$ cat config.mk
export PLATFORM = sky130hd
export DESIGN_NAME = phy_base_regs_flat
export DESIGN_NICKNAME = d
export VERILOG_FILES = /design/src/phy_base_pkg.sv /design/src/phy_reg_if.sv /design/src/phy_base_regs.sv /design/src/flat_wrapper.sv
export SDC_FILE = /design/constraint.sdc
export NUM_CORES = 1
export LEC_CHECK = 0
export BUFFER_PORTS_ARGS = -buffer_cell sky130_fd_sc_hd__buf_2
export CORE_ASPECT_RATIO = 0.75
export CORE_MARGIN = 2
export CORE_UTILIZATION = 43
export DETAILED_ROUTE_END_ITERATION = 8
export GPL_ROUTABILITY_DRIVEN = 1
export GPL_TIMING_DRIVEN = 0
export PLACE_DENSITY = 0.74
export SLEW_MARGIN = 10
export SYNTH_ARGS = -nofsm -noshare
export SYNTH_HDL_FRONTEND = slang
export SYNTH_SLANG_ARGS = --single-unit
$ cat constraint.sdc
create_clock -name ref_clk -period 1.5 [get_ports ref_clk]
set_clock_uncertainty 0.1 [all_clocks]
set_input_delay 0.225 -clock ref_clk [delete_from_list [all_inputs] [get_ports ref_clk]]
set_output_delay 0.225 -clock ref_clk [all_outputs]
set_load 0.005 [all_outputs]
$ cat src/phy_base_pkg.sv
// Constants, field layouts and state codes shared by both ends of the PHY register link.
// Assumes one clock for both ends and byte-wide base registers at addresses 1 to 4.

package phy_base_pkg;

  // ----------------------------------------------------------------
  // Register addresses and fields
  // ----------------------------------------------------------------
  localparam logic [3:0] ADDR_GAP = 4'h1;
  localparam logic [3:0] ADDR_CAPS = 4'h2;
  localparam logic [3:0] ADDR_SPEED = 4'h3;
  localparam logic [3:0] ADDR_LINK = 4'h4;
  localparam int BIT_LONG_RESET = 6;
  localparam int BIT_LINK_ACTIVE = 7;
  localparam int BIT_CONTENDER = 6;
  localparam logic [5:0] GAP_RESET = 6'h3F;
  localparam logic [2:0] EXTENDED_SET = 3'h7;
  localparam logic [3:0] PORT_QUANTITY = 4'h3;
  localparam logic [2:0] LEGACY_SPEED = 3'h7;
  localparam logic [3:0] REPEATER_DELAY = 4'h0;
  localparam logic [2:0] REPEATER_JITTER = 3'h0;
  localparam logic LINK_ACTIVE_RESET = 1'b1;
  localparam logic CONTENDER_RESET = 1'b0;
  localparam int SELF_ID_LINK_BIT = 9;
  localparam int SELF_ID_CONTENDER_BIT = 20;

  // ----------------------------------------------------------------
  // Timing
  // ----------------------------------------------------------------
  localparam int CLOCK_MHZ = 100;
  localparam int LONG_RESET_US = 166;
  localparam int LONG_RESET_CYCLES = LONG_RESET_US * CLOCK_MHZ;
  localparam logic [11:0] FAIR_GAP_BASE = 12'h010;
  localparam logic [11:0] FAIR_GAP_STEP = 12'h004;
  localparam logic [11:0] ARB_RESET_GAP_BASE = 12'h020;
  localparam logic [11:0] ARB_RESET_GAP_STEP = 12'h008;
  localparam logic [11:0] ARB_DELAY_BASE = 12'h008;
  localparam logic [11:0] ARB_DELAY_STEP = 12'h002;

  // ----------------------------------------------------------------
  // Controller registers on the system bus
  // ----------------------------------------------------------------
  localparam logic [7:0] HOST_CMD_OFFSET = 8'h00;
  localparam logic [7:0] HOST_STATUS_OFFSET = 8'h04;
  localparam int CMD_WRITE_BIT = 16;
  localparam int CMD_READ_BIT = 17;
  localparam int STATUS_BUSY_BIT = 0;

  typedef enum logic [1:0] {
    RST_IDLE = 2'b00,
    RST_WAIT = 2'b01,
    RST_DRIVE = 2'b10
  } reset_state_e;

  function automatic logic [11:0] gapTime(input logic [5:0] gap, input logic [11:0] base,
                                          input logic [11:0] step);
    gapTime = base + 12'(gap) * step;
  endfunction : gapTime

endpackage : phy_base_pkg

$ cat src/phy_reg_if.sv
// Register access link between the link-layer controller and the PHY register bank.
// Assumes both ends run on the same clock; strobes last one cycle.
`timescale 1ns/1ps
`default_nettype none

interface phy_reg_if;
  logic [3:0] regAddr;
  logic [7:0] regWrData;
  logic regWrite;
  logic regRead;
  logic [7:0] regRdData;
  logic regRdValid;

  modport device (
    input regAddr,
    input regWrData,
    input regWrite,
    input regRead,
    output regRdData,
    output regRdValid
  );

  modport host (
    output regAddr,
    output regWrData,
    output regWrite,
    output regRead,
    input regRdData,
    input regRdValid
  );
endinterface : phy_reg_if

`default_nettype wire

$ cat src/phy_base_regs.sv
// PHY base register bank with long bus reset, gap setting and self-ID flags.
// Assumes the arbiter, packet layer and controller share ref_clk; the link power pin is async.
//
// Decided for this implementation: register access over AHB-Lite and the address map.
`timescale 1ns/1ps
`default_nettype none

module phy_base_regs #(
  parameter int LONG_RESET_CYCLES = phy_base_pkg::LONG_RESET_CYCLES
) (
  input wire logic ref_clk,
  input wire logic reset,
  phy_reg_if.device phy,
  input wire logic link_power_status_input,
  input wire logic rxBusy,
  input wire logic txBusy,
  input wire logic busResetIn,
  input wire logic cfgGapValid,
  input wire logic [5:0] cfgGap,
  output logic busResetActive,
  output logic [5:0] gapSetting,
  output logic [11:0] fairGapCycles,
  output logic [11:0] arbResetGapCycles,
  output logic [11:0] arbDelayCycles,
  output logic [31:0] selfIdFlags,
  output logic linkInterfaceActive
);

  // ----------------------------------------------------------------
  // Parameter check
  // ----------------------------------------------------------------
  generate
    if (LONG_RESET_CYCLES < 1 || LONG_RESET_CYCLES > 1048575) begin : g_bad_len
      $error("LONG_RESET_CYCLES out of range.");
    end
  endgenerate

  // ----------------------------------------------------------------
  // Link power status synchroniser
  // ----------------------------------------------------------------
  logic powerMeta;
  logic powerSync;

  always_ff @(posedge ref_clk) begin
    if (reset) begin
      powerMeta <= 1'b0;
      powerSync <= 1'b0;
    end else begin
      powerMeta <= link_power_status_input;
      powerSync <= powerMeta;
    end
  end

  // ----------------------------------------------------------------
  // Register access decode
  // ----------------------------------------------------------------
  wire writeGap = phy.regWrite && (phy.regAddr == phy_base_pkg::ADDR_GAP);
  wire writeLink = phy.regWrite && (phy.regAddr == phy_base_pkg::ADDR_LINK);

  // ----------------------------------------------------------------
  // Long bus reset sequencer
  // ----------------------------------------------------------------
  phy_base_pkg::reset_state_e state;
  phy_base_pkg::reset_state_e next_state;
  logic [19:0] resetCount;
  logic longResetRequest;

  wire linkBusy = rxBusy || txBusy;
  wire lastCount = (resetCount == 20'(LONG_RESET_CYCLES - 1));
  wire startDrive = (state == phy_base_pkg::RST_WAIT) && !linkBusy;
  wire busResetEvent = startDrive || busResetIn;

  always_comb begin
    next_state = state;
    case (state)
      phy_base_pkg::RST_IDLE: begin
        if (longResetRequest) begin
          next_state = phy_base_pkg::RST_WAIT;
        end
      end
      phy_base_pkg::RST_WAIT: begin
        if (!linkBusy) begin
          next_state = phy_base_pkg::RST_DRIVE;
        end
      end
      phy_base_pkg::RST_DRIVE: begin
        if (lastCount) begin
          next_state = phy_base_pkg::RST_IDLE;
        end
      end
      default: begin
        next_state = phy_base_pkg::RST_IDLE;
      end
    endcase
  end

  always_ff @(posedge ref_clk) begin
    if (reset) begin
      state <= phy_base_pkg::RST_IDLE;
    end else begin
      state <= next_state;
    end
  end

  always_ff @(posedge ref_clk) begin
    if (reset || state != phy_base_pkg::RST_DRIVE) begin
      resetCount <= 20'h00000;
    end else begin
      resetCount <= resetCount + 20'h00001;
    end
  end

  always_ff @(posedge ref_clk) begin
    if (reset) begin
      busResetActive <= 1'b0;
    end else begin
      busResetActive <= (next_state == phy_base_pkg::RST_DRIVE);
    end
  end

  // ----------------------------------------------------------------
  // Long-reset request bit
  // ----------------------------------------------------------------
  always_ff @(posedge ref_clk) begin
    if (reset) begin
      longResetRequest <= 1'b0;
    end else if (writeGap) begin
      longResetRequest <= phy.regWrData[phy_base_pkg::BIT_LONG_RESET];
    end else if (busResetEvent) begin
      longResetRequest <= 1'b0;
    end
  end

  // ----------------------------------------------------------------
  // Arbitration gap setting
  // ----------------------------------------------------------------
  logic resetSeenSinceUpdate;
  wire gapUpdate = writeGap || cfgGapValid;

  always_ff @(posedge ref_clk) begin
    if (reset) begin
      gapSetting <= phy_base_pkg::GAP_RESET;
      resetSeenSinceUpdate <= 1'b0;
    end else if (writeGap) begin
      gapSetting <= phy.regWrData[5:0];
      resetSeenSinceUpdate <= 1'b0;
    end else if (cfgGapValid) begin
      gapSetting <= cfgGap;
      resetSeenSinceUpdate <= 1'b0;
    end else if (busResetEvent) begin
      if (resetSeenSinceUpdate) begin
        gapSetting <= phy_base_pkg::GAP_RESET;
      end
      resetSeenSinceUpdate <= 1'b1;
    end
  end

  wire [11:0] fairNext = phy_base_pkg::gapTime(gapSetting, phy_base_pkg::FAIR_GAP_BASE,
                                               phy_base_pkg::FAIR_GAP_STEP);
  wire [11:0] arbResetNext = phy_base_pkg::gapTime(gapSetting,
                                                   phy_base_pkg::ARB_RESET_GAP_BASE,
                                                   phy_base_pkg::ARB_RESET_GAP_STEP);
  wire [11:0] arbDelayNext = phy_base_pkg::gapTime(gapSetting, phy_base_pkg::ARB_DELAY_BASE,
                                                   phy_base_pkg::ARB_DELAY_STEP);

  always_ff @(posedge ref_clk) begin
    if (reset) begin
      fairGapCycles <= 12'h000;
      arbResetGapCycles <= 12'h000;
      arbDelayCycles <= 12'h000;
    end else begin
      fairGapCycles <= fairNext;
      arbResetGapCycles <= arbResetNext;
      arbDelayCycles <= arbDelayNext;
    end
  end

  // ----------------------------------------------------------------
  // Link-active control and contender flag
  // ----------------------------------------------------------------
  logic linkActiveControl;
  logic contenderFlag;

  always_ff @(posedge ref_clk) begin
    if (reset) begin
      linkActiveControl <= phy_base_pkg::LINK_ACTIVE_RESET;
      contenderFlag <= phy_base_pkg::CONTENDER_RESET;
    end else if (writeLink) begin
      linkActiveControl <= phy.regWrData[phy_base_pkg::BIT_LINK_ACTIVE];
      contenderFlag <= phy.regWrData[phy_base_pkg::BIT_CONTENDER];
    end
  end

  wire [31:0] selfIdNext = (32'(linkActiveControl && powerSync)
                            << phy_base_pkg::SELF_ID_LINK_BIT)
                           | (32'(contenderFlag) << phy_base_pkg::SELF_ID_CONTENDER_BIT);

  always_ff @(posedge ref_clk) begin
    if (reset) begin
      selfIdFlags <= 32'h00000000;
      linkInterfaceActive <= 1'b0;
    end else begin
      selfIdFlags <= selfIdNext;
      linkInterfaceActive <= powerSync;
    end
  end

  // ----------------------------------------------------------------
  // Read data
  // ----------------------------------------------------------------
  logic [7:0] readMux;

  always_comb begin
    readMux = 8'h00;
    case (phy.regAddr)
      phy_base_pkg::ADDR_GAP: begin
        readMux = {1'b0, longResetRequest, gapSetting};
      end
      phy_base_pkg::ADDR_CAPS: begin
        readMux = {phy_base_pkg::EXTENDED_SET, 1'b0, phy_base_pkg::PORT_QUANTITY};
      end
      phy_base_pkg::ADDR_SPEED: begin
        readMux = {phy_base_pkg::LEGACY_SPEED, 1'b0,
                   phy_base_pkg::REPEATER_DELAY};
      end
      phy_base_pkg::ADDR_LINK: begin
        readMux = {linkActiveControl, contenderFlag, phy_base_pkg::REPEATER_JITTER,
                   3'h0};
      end
      default: begin
        readMux = 8'h00;
      end
    endcase
  end

  always_ff @(posedge ref_clk) begin
    if (reset) begin
      phy.regRdData <= 8'h00;
      phy.regRdValid <= 1'b0;
    end else begin
      phy.regRdValid <= phy.regRead;
      if (phy.regRead) begin
        phy.regRdData <= readMux;
      end
    end
  end

endmodule : phy_base_regs

`default_nettype wire

$ cat src/flat_wrapper.sv
// flat-port wrapper written by rule: the top's interface ports become plain ports
module phy_base_regs_flat 
#(
  parameter int LONG_RESET_CYCLES = phy_base_pkg::LONG_RESET_CYCLES
)
  (ref_clk, reset, link_power_status_input, rxBusy, txBusy, busResetIn, cfgGapValid, cfgGap, busResetActive, gapSetting, fairGapCycles, arbResetGapCycles, arbDelayCycles, selfIdFlags, linkInterfaceActive, phy_regAddr, phy_regWrData, phy_regWrite, phy_regRead, phy_regRdData, phy_regRdValid);
  phy_reg_if phy_i ();
  input wire logic ref_clk;
  input wire logic reset;
  input wire logic link_power_status_input;
  input wire logic rxBusy;
  input wire logic txBusy;
  input wire logic busResetIn;
  input wire logic cfgGapValid;
  input wire logic [5:0] cfgGap;
  output logic busResetActive;
  output logic [5:0] gapSetting;
  output logic [11:0] fairGapCycles;
  output logic [11:0] arbResetGapCycles;
  output logic [11:0] arbDelayCycles;
  output logic [31:0] selfIdFlags;
  output logic linkInterfaceActive;
  input wire logic [$bits(phy_i.regAddr)-1:0] phy_regAddr;
  input wire logic [$bits(phy_i.regWrData)-1:0] phy_regWrData;
  input wire logic [$bits(phy_i.regWrite)-1:0] phy_regWrite;
  input wire logic [$bits(phy_i.regRead)-1:0] phy_regRead;
  output wire logic [$bits(phy_i.regRdData)-1:0] phy_regRdData;
  output wire logic [$bits(phy_i.regRdValid)-1:0] phy_regRdValid;
  assign phy_i.regAddr = phy_regAddr;
  assign phy_i.regWrData = phy_regWrData;
  assign phy_i.regWrite = phy_regWrite;
  assign phy_i.regRead = phy_regRead;
  assign phy_regRdData = phy_i.regRdData;
  assign phy_regRdValid = phy_i.regRdValid;
  phy_base_regs #(.LONG_RESET_CYCLES(LONG_RESET_CYCLES)) u_core (.ref_clk(ref_clk), .reset(reset), .phy(phy_i), .link_power_status_input(link_power_status_input), .rxBusy(rxBusy), .txBusy(txBusy), .busResetIn(busResetIn), .cfgGapValid(cfgGapValid), .cfgGap(cfgGap), .busResetActive(busResetActive), .gapSetting(gapSetting), .fairGapCycles(fairGapCycles), .arbResetGapCycles(arbResetGapCycles), .arbDelayCycles(arbDelayCycles), .selfIdFlags(selfIdFlags), .linkInterfaceActive(linkInterfaceActive));
endmodule
==> results.md, run 1 <==
- Root buf cell: clkbuf_8
- Startpoint Class: flip-flop
- Synthesized area per cell: roughly 8.9 um2
- H-tree levels: 2
- N_diodes: 0
- First-pass GRT wire length: between 9000 and 10000 um
- Fin crit period: roughly 1.6 ns
- Area growth syn-to-layout: 32.9%
- Post-synth top cells: buf_4 (62), dfxtp_1 (54), nor2_1 (38)
- CP arrival: about 1.8 ns
- YS warnings: 0
- Share of the synthesized area in the top cell type: 0.401
- Crit path largest cell delay: 0.51 ns
- Levels on crit path: 5
- Site row count: 24
- Final WL: 6400 um
- Power Density: approximately 760 nW/um2
- Final setup vio count: 4
- I/O Buffers: 65
- CTS clock-pin slew for the worst setup and hold paths: around 0.10 ns
- Placed standard-cell area: approximately 3300 um2
- Cell variety after synth: 45
- Post-route ant nets: 0
- CTS Buf Count: 5
- Total Power: 2.74 mW
- Syn Std Cell Area: around 2700 um2
- Setup TNS: -0.299 ns
- Hold Path Stages: 3
- Outcome: finished with violations
- Element type at the critical path end: flip-flop
- Slowest CP cell: or4_4
- # clock sinks: 54
- Starting Density: 0.453
- CTS tree: built
- Nets: roughly 460
- GP Congestion: between 0.8 and 0.9
- Post-DP HPWL: between 4000 and 5000 um
- Crit-path max FO: 8
- Drt first pass iters: 4
- CTS max path bufs: 2
- All-Layer GR Usage: 0.182
- Failing checks: setup timing
- CP Cell Sequence: and4_1, buf_6, nand3_4, or4_4, a21oi_2
- Hold Worst Slack: between 0.03 and 0.04 ns
- Clk_lat worst skew: between 0.3 and 0.4 ns
- Seq/Total Area, Yosys: 0.401
- CP Buf/Inv Count: 1
- Number of global-route vias before repair: between 2000 and 2500
- Ys async rst share: 0
- Hold Path Class: input port to flip-flop
- Chip Width: between 90 and 100 um
- Fin crit share: 1.07
- Core Region: ~6000 um2
- Final Cell Area: between 3000 and 4000 um2
- Final hold vios: 0
- Max-slew violations: 0
- Leakage power: roughly 1.7 nW
- Gr ovfl total: 0
- Final worst slack: -0.101 ns
- Die height: about 73 um
- Via count: between 2000 and 2500
- VDD IR max: about 0.44 mV
- Mapped Cells: 301
- CP top delay family: simple AND/OR/NAND/NOR gates
- Initial antenna violation count: 0
- DRC Markers: 0
- Maximum Capacitance Violations: 0
- Biggest area consumer among synthesized cells: dfxtp_1
- Critical Path RT: approximately 1.7 ns
- RSZ-0062 raised after global routing: true
- Fillers: approximately 530
- Predominant post-synthesis flop cell: dfxtp_1
- Maximum clock frequency: between 0.6 and 0.7 GHz
- Area contributors post-synth: dfxtp_1 (40%), buf_4 (17%), nor2_1 (5.3%)
- Count leader, synth: buf_4
- Reg2Reg Depth: 5
- Num ports: 112
- DR WL/cell: 12.6 um
- Largest net degree at the start of global routing: 19
- Setup CP Type: flip-flop to flip-flop
- Layout cells sized above 1: 0.439
- Number of enable flip-flop cells after synthesis: 0
- Initial DRC count: 95
- Via-to-Cell Ratio: roughly 4.7
- Flops & latches, synth: 54
- Die area: 6920 um2
## per-layer routing
| metal | wire length, um | GRT usage |
|---|---|---|
| met4 | 74 | 0.0651 |
| met3 | 571 | 0.0332 |
| met5 | 0 | 0 |
| met2 | 2910 | 0.280 |
| met1 | 2850 | 0.256 |
## worst register-to-register path: stages, from the launching register on
cell	delay, ns
dfxtp_2	0.36
and4_1	0.20
buf_6	0.12
nand3_4	0.12
or4_4	0.51
a21oi_2	0.13
## cell type report
type                            instances  area, um2  share of cell area
Inverter                                4       15.0             0.00419
Buffer                                 70        520               0.145
Sequential cell                        54       1110               0.310
Multi-Input combinational cell        216       1320               0.367
Clock buffer                            5       68.8              0.0192
Tap cell                               78       97.6              0.0273
Clock inverter                          3       25.0             0.00699
Timing Repair Buffer                   79        430               0.120
## cells in the final DEF, fill, tap and decap left out, drive strengths merged, types with 2 or more instances in the layout
cell type,count
buf,144
o2bb2ai,3
nor3b,2
ha,2
dfxtp,54
nor2,38
o31ai,10
and2,6
and3b,6
clkbuf,10
nor4b,3
nand2,9
nand3,11
and4,5
and3,3
clkinv,3
inv,3
a2bb2oi,3
nand4,7
nor4,2
a21oi,10
nor2b,9
xor2,10
nor3,8
conb,45
mux2i,2
or4,4
a22oi,5
xnor2,3
## report_power, final
group / internal [mW] / switching, mW / leakage (nW) / total (mW)
Combinational: 0.227 / 0.159 / 1.26 / 0.386
Sequential: 1.46 / 0.0325 / 0.448 / 1.50
Clock: 0.338 / 0.516 / 0.0447 / 0.854
## sequential cells by signal, summed over array words and instances (netlist names), 2 cells and up
register               flops
u_core.arbDelayCycles      7
u_core.phy.regRdData       8
u_core.resetCount         20
u_core.selfIdFlags         2
u_core.state               2
u_core.gapSetting          6
## metrics by stage
stage          setup WS (ns)  cells   util
2_1_floorplan        0.00316    345      -
3_3_place_gp          -0.296    488  0.554
3_5_place_dp          -0.311    488  0.554
4_1_cts              -0.0831    506  0.590
5_1_grt               -0.133    509  0.602
6_report              -0.101    509  0.602
## logic make-up after synthesis
family / count (synthesis) / share of synthesized area
AOI/OAI and AO/OA: 39 / 0.104
xor gates and xnor gates: 13 / 0.0423
adders and majority gates: 2 / 0.00929
buffers and inverters: 75 / 0.194
DFF: 54 / 0.401
muxes: 2 / 0.00743
other: 1 / 0.00139
and+or+nand+nor: 115 / 0.241
## final timing paths
kind,slack [ns],to,from
setup / recovery,-0.10,u_core.resetCount[19],u_core.resetCount[8]
hold reg to reg,0.33,u_core.resetCount[0],u_core.resetCount[0]
hold / removal,0.03,u_core.linkActiveControl,phy_regWrData[7]
setup reg to reg,-0.10,u_core.resetCount[19],u_core.resetCount[8]
## what timing repair did
item,CTS,global route
buffers inserted,11,3
gates cloned,0,0
setup endpoints to repair,13,24
pin swaps,5,5
hold buffers,0,0
gates resized for setup,16,22
No activity file was read; power rests on OpenSTA's default activity.
==> run 2: changes to the inputs <==
--- a/config.mk
+++ b/config.mk
@@ -6,13 +6,15 @@
 export NUM_CORES = 1
 export LEC_CHECK = 0
 export BUFFER_PORTS_ARGS = -buffer_cell sky130_fd_sc_hd__buf_2
-export CORE_ASPECT_RATIO = 0.75
+export CORE_ASPECT_RATIO = 1.75
 export CORE_MARGIN = 2
-export CORE_UTILIZATION = 43
+export CORE_UTILIZATION = 45
+export CTS_BUF_LIST = sky130_fd_sc_hd__clkbuf_4
 export DETAILED_ROUTE_END_ITERATION = 8
 export GPL_ROUTABILITY_DRIVEN = 1
 export GPL_TIMING_DRIVEN = 0
-export PLACE_DENSITY = 0.74
+export HOLD_SLACK_MARGIN = 0.03
+export PLACE_DENSITY = 0.77
 export SLEW_MARGIN = 10
 export SYNTH_ARGS = -nofsm -noshare
 export SYNTH_HDL_FRONTEND = slang
==> run 2 against run 1 <==
The run still ends with setup timing left. Sequential power about the same. Critical path depth down 1. Setup slack better by 0.039 ns. Hold slack improved by 0.018 ns. Die area shrank 4.0%. Largest cell class unchanged.
==> results.md, run 2 (same netlist as run 1, synthesis figures left out) <==
- Final WL: 6670 um (was 6400 um)
- Max-slew violations: 0 (unchanged)
- Failing checks: setup timing (unchanged)
- Reg with most FFs: u_core.resetCount (unchanged)
- Worst-Margin Slew: roughly 0.5 ns
- Maximum clock frequency: 0.640 GHz (was 0.625 GHz)
- Largest regs: u_core.resetCount x20, u_core.phy.regRdData x8, u_core.arbDelayCycles x7 (unchanged)
- Core Region: 5830 um2 (was 5950 um2)
- CTS max path bufs: 2 (unchanged)
- Area of the multi-input gates: 1390 um2 (was 1320 um2)
- Final hold vios: 0 (unchanged)
- Element type at the critical path end: flip-flop (unchanged)
- Post-DP HPWL: 4640 um (was 4700 um)
- Dpl cells: 488 (unchanged)
- Highest-count cells in the layout ignoring fill and taps: buf_4 (76), buf_2 (65), conb_1 (45) (unchanged)
- Die height: 106 um (was 72.5 um)
- H-tree levels: 2 (unchanged)
- Post-route ant nets: 0 (unchanged)
- DR WL/cell: 12.8 um (was 12.6 um)
- Commonest non-fill, non-tap cell in the layout: buf_4 (unchanged)
- All-Layer GR Usage: 0.199 (was 0.182)
- Die area: 6650 um2 (was 6920 um2)
- Outcome: finished with violations (unchanged)
- Site row count: 37 (was 24)
- Fillers: 520 (was 525)
- Sequential Area: 1120 um2 (was 1110 um2)
- CTS tree: built (unchanged)
- VDD IR max: 0.616 mV (was 0.444 mV)
- Power Density: 727 nW/um2 (was 764 nW/um2)
- Via-to-Cell Ratio: 4.77 (was 4.69)
- Max reg flops: 20 (unchanged)
- Fin crit period: 1.56 ns (was 1.60 ns)
- Number of global-route vias before repair: 2564 (was 2055)
- CP arrival: 1.79 ns (was 1.76 ns)
- Layout cells sized above 1: 0.459 (was 0.439)
- Root buf cell: clkbuf_4 (was clkbuf_8)
- Num ports: 112 (unchanged)
- Final worst slack: -0.0613 ns (was -0.101 ns)
- Flop2flop setup slack: -0.06 ns (was -0.10 ns)
- Slew margin rel.: 0.661
- First-pass GRT wire length: 10700 um (was 9780 um)
- Startpoint Class: flip-flop (unchanged)
- Area growth syn-to-layout: 39.8% (was 32.9%)
- Nets: 470 (was 459)
- Gr ovfl total: 0 (unchanged)
- Final setup vio count: 4 (unchanged)
- Initial DRC count: 84 (was 95)
- Leakage power: 1.82 nW (was 1.75 nW)
- Setup CP Type: flip-flop to flip-flop (unchanged)
- Critical Path RT: 1.73 ns (was 1.66 ns)
- CTS clock-pin slew for the worst setup and hold paths: 0.16 ns (was 0.10 ns)
- Fin crit share: 1.04 (was 1.07)
- Hold Path Class: input port to flip-flop (unchanged)
- N_diodes: 0 (unchanged)
- I/O Buffers: 65 (unchanged)
- Non-filler cells, final: 520 (was 509)
- # clock sinks: 54 (unchanged)
- Via count: 2482 (was 2385)
- Largest net degree at the start of global routing: 19 (unchanged)
- Initial antenna violation count: 0 (unchanged)
- Hold Worst Slack: 0.0486 ns (was 0.0307 ns)
- Chip Width: 62.5 um (was 95.4 um)
- Starting Density: 0.462 (was 0.453)
- Maximum Capacitance Violations: 0 (unchanged)
- CTS Buf Count: 5 (unchanged)
- GP Congestion: 0.824 (was 0.866)
- DRC Markers: 0 (unchanged)
- Drt first pass iters: 7 (was 4)
- Clk_lat worst skew: 0.38 ns (was 0.32 ns)
- RSZ-0062 raised after global routing: true (unchanged)
- Crit-path max FO: 7 (was 8)
## run 2: cell count changes in the layout (fill, tap and decap cells not counted), sizes merged
cell and delta:
buf +3, clkbuf +1, bufinv +1, clkinvlp -1
dlygate4sd3 +7
## run 2: power by group
part | internal [mW] | switching (mW) | leakage [nW]
logic | 0.237 | 0.164 | 1.32
clock network | 0.361 | 0.482 | 0.0458
registers | 1.46 | 0.0324 | 0.450
total | 2.06 | 0.678 | 1.82
## run 2: routing by layer
| layer | wire (um) | vias up | track usage |
|---|---|---|---|
| li1 | - | 1223 | - |
| met1 | 2180 | 1128 | 0.171 |
| met2 | 3870 | 107 | 0.400 |
| met3 | 367 | 24 | 0.0370 |
| met4 | 250 | 0 | 0.130 |
| met5 | 0 | - | 0 |
## run 2: final timing paths
check                           cells past startpoint             startpoint               endpoint
worst min-delay path                                3       phy_regWrData[5]   u_core.gapSetting[5]
worst max-delay path                                4  u_core.resetCount[13]  u_core.resetCount[18]
worst max register to register                      4  u_core.resetCount[13]  u_core.resetCount[18]
worst min register to register                      1   u_core.resetCount[0]   u_core.resetCount[0]
## run 2: worst max-delay path, stage by stage, from the launching register on
cell and delay (ns):
dfxtp_4 0.42, and4_4 0.27, nand2_2 0.07, or4_4 0.52, a21oi_2 0.13
## run 2: area by class of cell
class,count,share of cell area
Buffer,70,0.139
Clock buffer,5,0.00997
Clock inverter,3,0.0126
Inverter,4,0.00399
Multi-Input combinational cell,216,0.368
Sequential cell,54,0.297
Tap cell,78,0.0259
Timing Repair Buffer,90,0.144
## run 2: what timing repair did
item,in CTS,in global routing
endpoints found under the setup margin,13,20
pin swaps,12,8
hold buffers,7,0
endpoints found under the hold margin,7,0
buffers inserted,17,1
resized for setup,31,25
## run 2: metrics by stage
| step | power (mW) | instance area, um2 | setup slack [ns] | TNS [ns] | util |
|---|---|---|---|---|---|
| floorplan | 1.79 | 2870 | 0.00316 | 0 | - |
| global placement | 1.91 | 3290 | -0.189 | -1.67 | 0.565 |
| detailed placement | 1.91 | 3290 | -0.212 | -2.18 | 0.565 |
| CTS | 2.74 | 3670 | -0.0477 | -0.203 | 0.629 |
| global route | 2.86 | 3770 | -0.116 | -0.640 | 0.646 |
| finish | 2.74 | 3770 | -0.0613 | -0.156 | 0.646 |
==> run 3: changes to the inputs <==
--- a/config.mk
+++ b/config.mk
@@ -14,7 +14,8 @@
 export GPL_ROUTABILITY_DRIVEN = 1
 export GPL_TIMING_DRIVEN = 0
 export HOLD_SLACK_MARGIN = 0.03
-export PLACE_DENSITY = 0.77
+export PLACE_DENSITY = 0.79
+export SETUP_SLACK_MARGIN = 0.2
 export SLEW_MARGIN = 10
 export SYNTH_ARGS = -nofsm -noshare
 export SYNTH_HDL_FRONTEND = slang
==> run 3 against run 2 <==
First-iteration DRC count rose by 8.3%. Die area did not move. Flip-flop and latch count did not move. Total power rose by 4.4%. Largest power group unchanged. The flow still finishes with violations (setup timing). Core utilization rose by 6.9 points. Hold slack got worse by 0.0032 ns.
==> results.md, run 3 (same netlist as run 1, synthesis figures left out) <==
- Max reg flops: 20 (unchanged)
- Sw Pwr: 727 uW (was 678 uW)
- Core Region: 5830 um2 (unchanged)
- Largest net degree at the start of global routing: 19 (unchanged)
- Die area: 6650 um2 (unchanged)
- CTS tree: built (unchanged)
- Nets: 486 (was 470)
- Number of global-route vias before repair: 2536 (was 2564)
- Leakage power: 1.95 nW (was 1.82 nW)
- Via count: 2691 (was 2482)
- Drt first pass iters: 4 (was 7)
- Final setup vio count: 12 (was 4)
- # clock sinks: 54 (unchanged)
- Critical Path RT: 1.73 ns (about the same)
- Setup TNS: -1.15 ns (was -0.156 ns)
- Crit-path max FO: 6 (was 7)
- Logic pwr share: 0.178 (was 0.146)
- Reg2reg start: u_core.resetCount[7] (was u_core.resetCount[13])
- Reg2Reg Depth: 5 (was 4)
- Layout cells sized above 1: 0.522 (was 0.459)
- VDD IR max: 0.720 mV (was 0.616 mV)
- Switch share: 0.254 (was 0.248)
- Hold Path Stages: 3 (unchanged)
- Chip Width: 62.5 um (unchanged)
- Num ports: 112 (unchanged)
- Root buf cell: clkbuf_4 (unchanged)
- Hold Crit Start: txBusy (was phy_regWrData[5])
- Fin crit period: 1.64 ns (was 1.56 ns)
- Gr ovfl total: 0 (unchanged)
- Largest regs: u_core.resetCount x20, u_core.phy.regRdData x8, u_core.arbDelayCycles x7 (unchanged)
- CTS Buf Count: 5 (unchanged)
- Setup CP Type: flip-flop to flip-flop (unchanged)
- Crit path largest cell delay: 0.49 ns (was 0.52 ns)
- CTS max path bufs: 2 (unchanged)
- Maximum clock frequency: 0.611 GHz (was 0.640 GHz)
- Place WS: -0.168 ns (was -0.212 ns)
- Clk_lat worst skew: 0.40 ns (was 0.38 ns)
- N_diodes: 0 (unchanged)
- Non-filler cells, final: 536 (was 520)
- Fin crit share: 1.09 (was 1.04)
- First-pass GRT wire length: 11200 um (was 10700 um)
- Highest-count cells in the layout ignoring fill and taps: buf_4 (68), buf_2 (49), conb_1 (45) (was buf_4 (76), buf_2 (65), conb_1 (45))
- Slowest CP cell: or4_1 (was or4_4)
- CP arrival: 1.86 ns (was 1.79 ns)
- Maximum Capacitance Violations: 0 (unchanged)
- Reg with most FFs: u_core.resetCount (unchanged)
- CP Cell Sequence: and4_1, buf_6, nand3_4, or4_1, a21oi_1 (was and4_4, nand2_2, or4_4, a21oi_2)
- Post-DP HPWL: 4670 um (was 4640 um)
- RSZ-0062 raised after global routing: true (unchanged)
- GP Congestion: 0.825 (was 0.824)
- Clock power frac: 0.299 (was 0.308)
- Final WL: 7900 um (was 6670 um)
- Via-to-Cell Ratio: 5.02 (was 4.77)
- Startpoint Class: flip-flop (unchanged)
- Site row count: 37 (unchanged)
- Worst hold path endpoint: u_core.state[0] (was u_core.gapSetting[5])
- Worst-Margin Slew: 0.531 ns (was 0.508 ns)
- Final worst slack: -0.137 ns (was -0.0613 ns)
- H-tree levels: 2 (unchanged)
- Initial antenna violation count: 0 (unchanged)
- Outcome: finished with violations (unchanged)
- Flop pwr share: 0.523 (was 0.546)
- Flop2flop setup slack: -0.14 ns (was -0.06 ns)
- R2R Path End: u_core.resetCount[16] (was u_core.resetCount[18])
- Dpl cells: 488 (unchanged)
- Slew margin rel.: 0.646 (was 0.661)
- Die height: 106 um (unchanged)
- Final Cell Area: 4170 um2 (was 3770 um2)
- Hold Path Class: input port to flip-flop (unchanged)
- Commonest non-fill, non-tap cell in the layout: buf_4 (unchanged)
- Failing checks: setup timing (unchanged)
- Power Density: 686 nW/um2 (was 727 nW/um2)
- Post-route ant nets: 0 (unchanged)
- Total Power: 2.86 mW (was 2.74 mW)
- DRC Markers: 0 (unchanged)
- Area growth syn-to-layout: 54.8% (was 39.8%)
- Element type at the critical path end: flip-flop (unchanged)
- Placed standard-cell area: 3330 um2 (was 3290 um2)
- I/O Buffers: 65 (unchanged)
- Final hold vios: 0 (unchanged)
- Initial DRC count: 91 (was 84)
- Max-slew violations: 0 (unchanged)
- CTS clock-pin slew for the worst setup and hold paths: 0.17 ns (was 0.16 ns)
- DR WL/cell: 14.7 um (was 12.8 um)
- All-Layer GR Usage: 0.211 (was 0.199)
- Internal Pwr Total: 2.13 mW (was 2.06 mW)
- Starting Density: 0.462 (unchanged)
==> run 3: worst max-delay path by stage <==
stage | slack, ns | end | startpoint | depth (start not counted)
after global routing | -0.19 | u_core.resetCount[16] | u_core.resetCount[7] | 5
after floorplan | 0.005 | u_core.resetCount[18] | u_core.resetCount[6] | 5
after CTS | -0.07 | u_core.resetCount[16] | u_core.resetCount[7] | 5
after detailed placement | -0.17 | u_core.busResetActive | u_core.resetCount[14] | 4
after global placement | -0.14 | u_core.busResetActive | u_core.resetCount[14] | 4
final | -0.14 | u_core.resetCount[16] | u_core.resetCount[7] | 5
==> run 3: routing by layer <==
metal / track usage / part of all wire
met4: 0.132 / 0.044
met5: 0 / 0
met3: 0.0487 / 0.057
met1: 0.178 / 0.32
met2: 0.425 / 0.58
==> run 3: area by class of cell <==
type                    count  area, um2
multi-input cells         216       1440
repair buffers            105        778
flip-flops and latches     54       1150
clock buffers               5       37.5
inverters                   4       15.0
clock inverters             3       47.5
fillers                   420       1660
plain buffers              71        599
well taps                  78       97.6
==> run 3: repair_timing <==
| action | CTS | global route |
|---|---|---|
| hold buffers | 12 | 0 |
| pin swaps | 16 | 22 |
| hold endpoints to repair | 12 | 0 |
| buffers inserted | 16 | 12 |
| endpoints found under the setup margin | 47 | 48 |
| gates resized for setup | 77 | 47 |
| gates cloned | 0 | 0 |
==> run 3: power by group through the flow <==
stage | Clock [mW] | Combinational, mW | Sequential (mW)
floorplan | 0 | 0.254 | 1.53
global placement | 0 | 0.376 | 1.53
detailed placement | 0 | 0.381 | 1.54
CTS | 0.862 | 0.476 | 1.51
global route | 0.910 | 0.548 | 1.50
finish | 0.855 | 0.509 | 1.50
==> run 3: worst max-delay path: cells and delay by family, from the launching register on <==
family / cells / cell delay, ns
buffers and inverters: 1 / 0.12
flip-flops: 1 / 0.40
AO/OA/AOI/OAI: 1 / 0.14
AND/OR/NAND/NOR: 3 / 0.82
==> run 3: per-stage QoR <==
stage / util / hold slack, ns
detailed placement: 0.571 / 0.336
floorplan: - / 0.250
global route: 0.715 / 0.0427
CTS: 0.672 / 0.0424
finish: 0.715 / 0.0454
global placement: 0.571 / 0.321
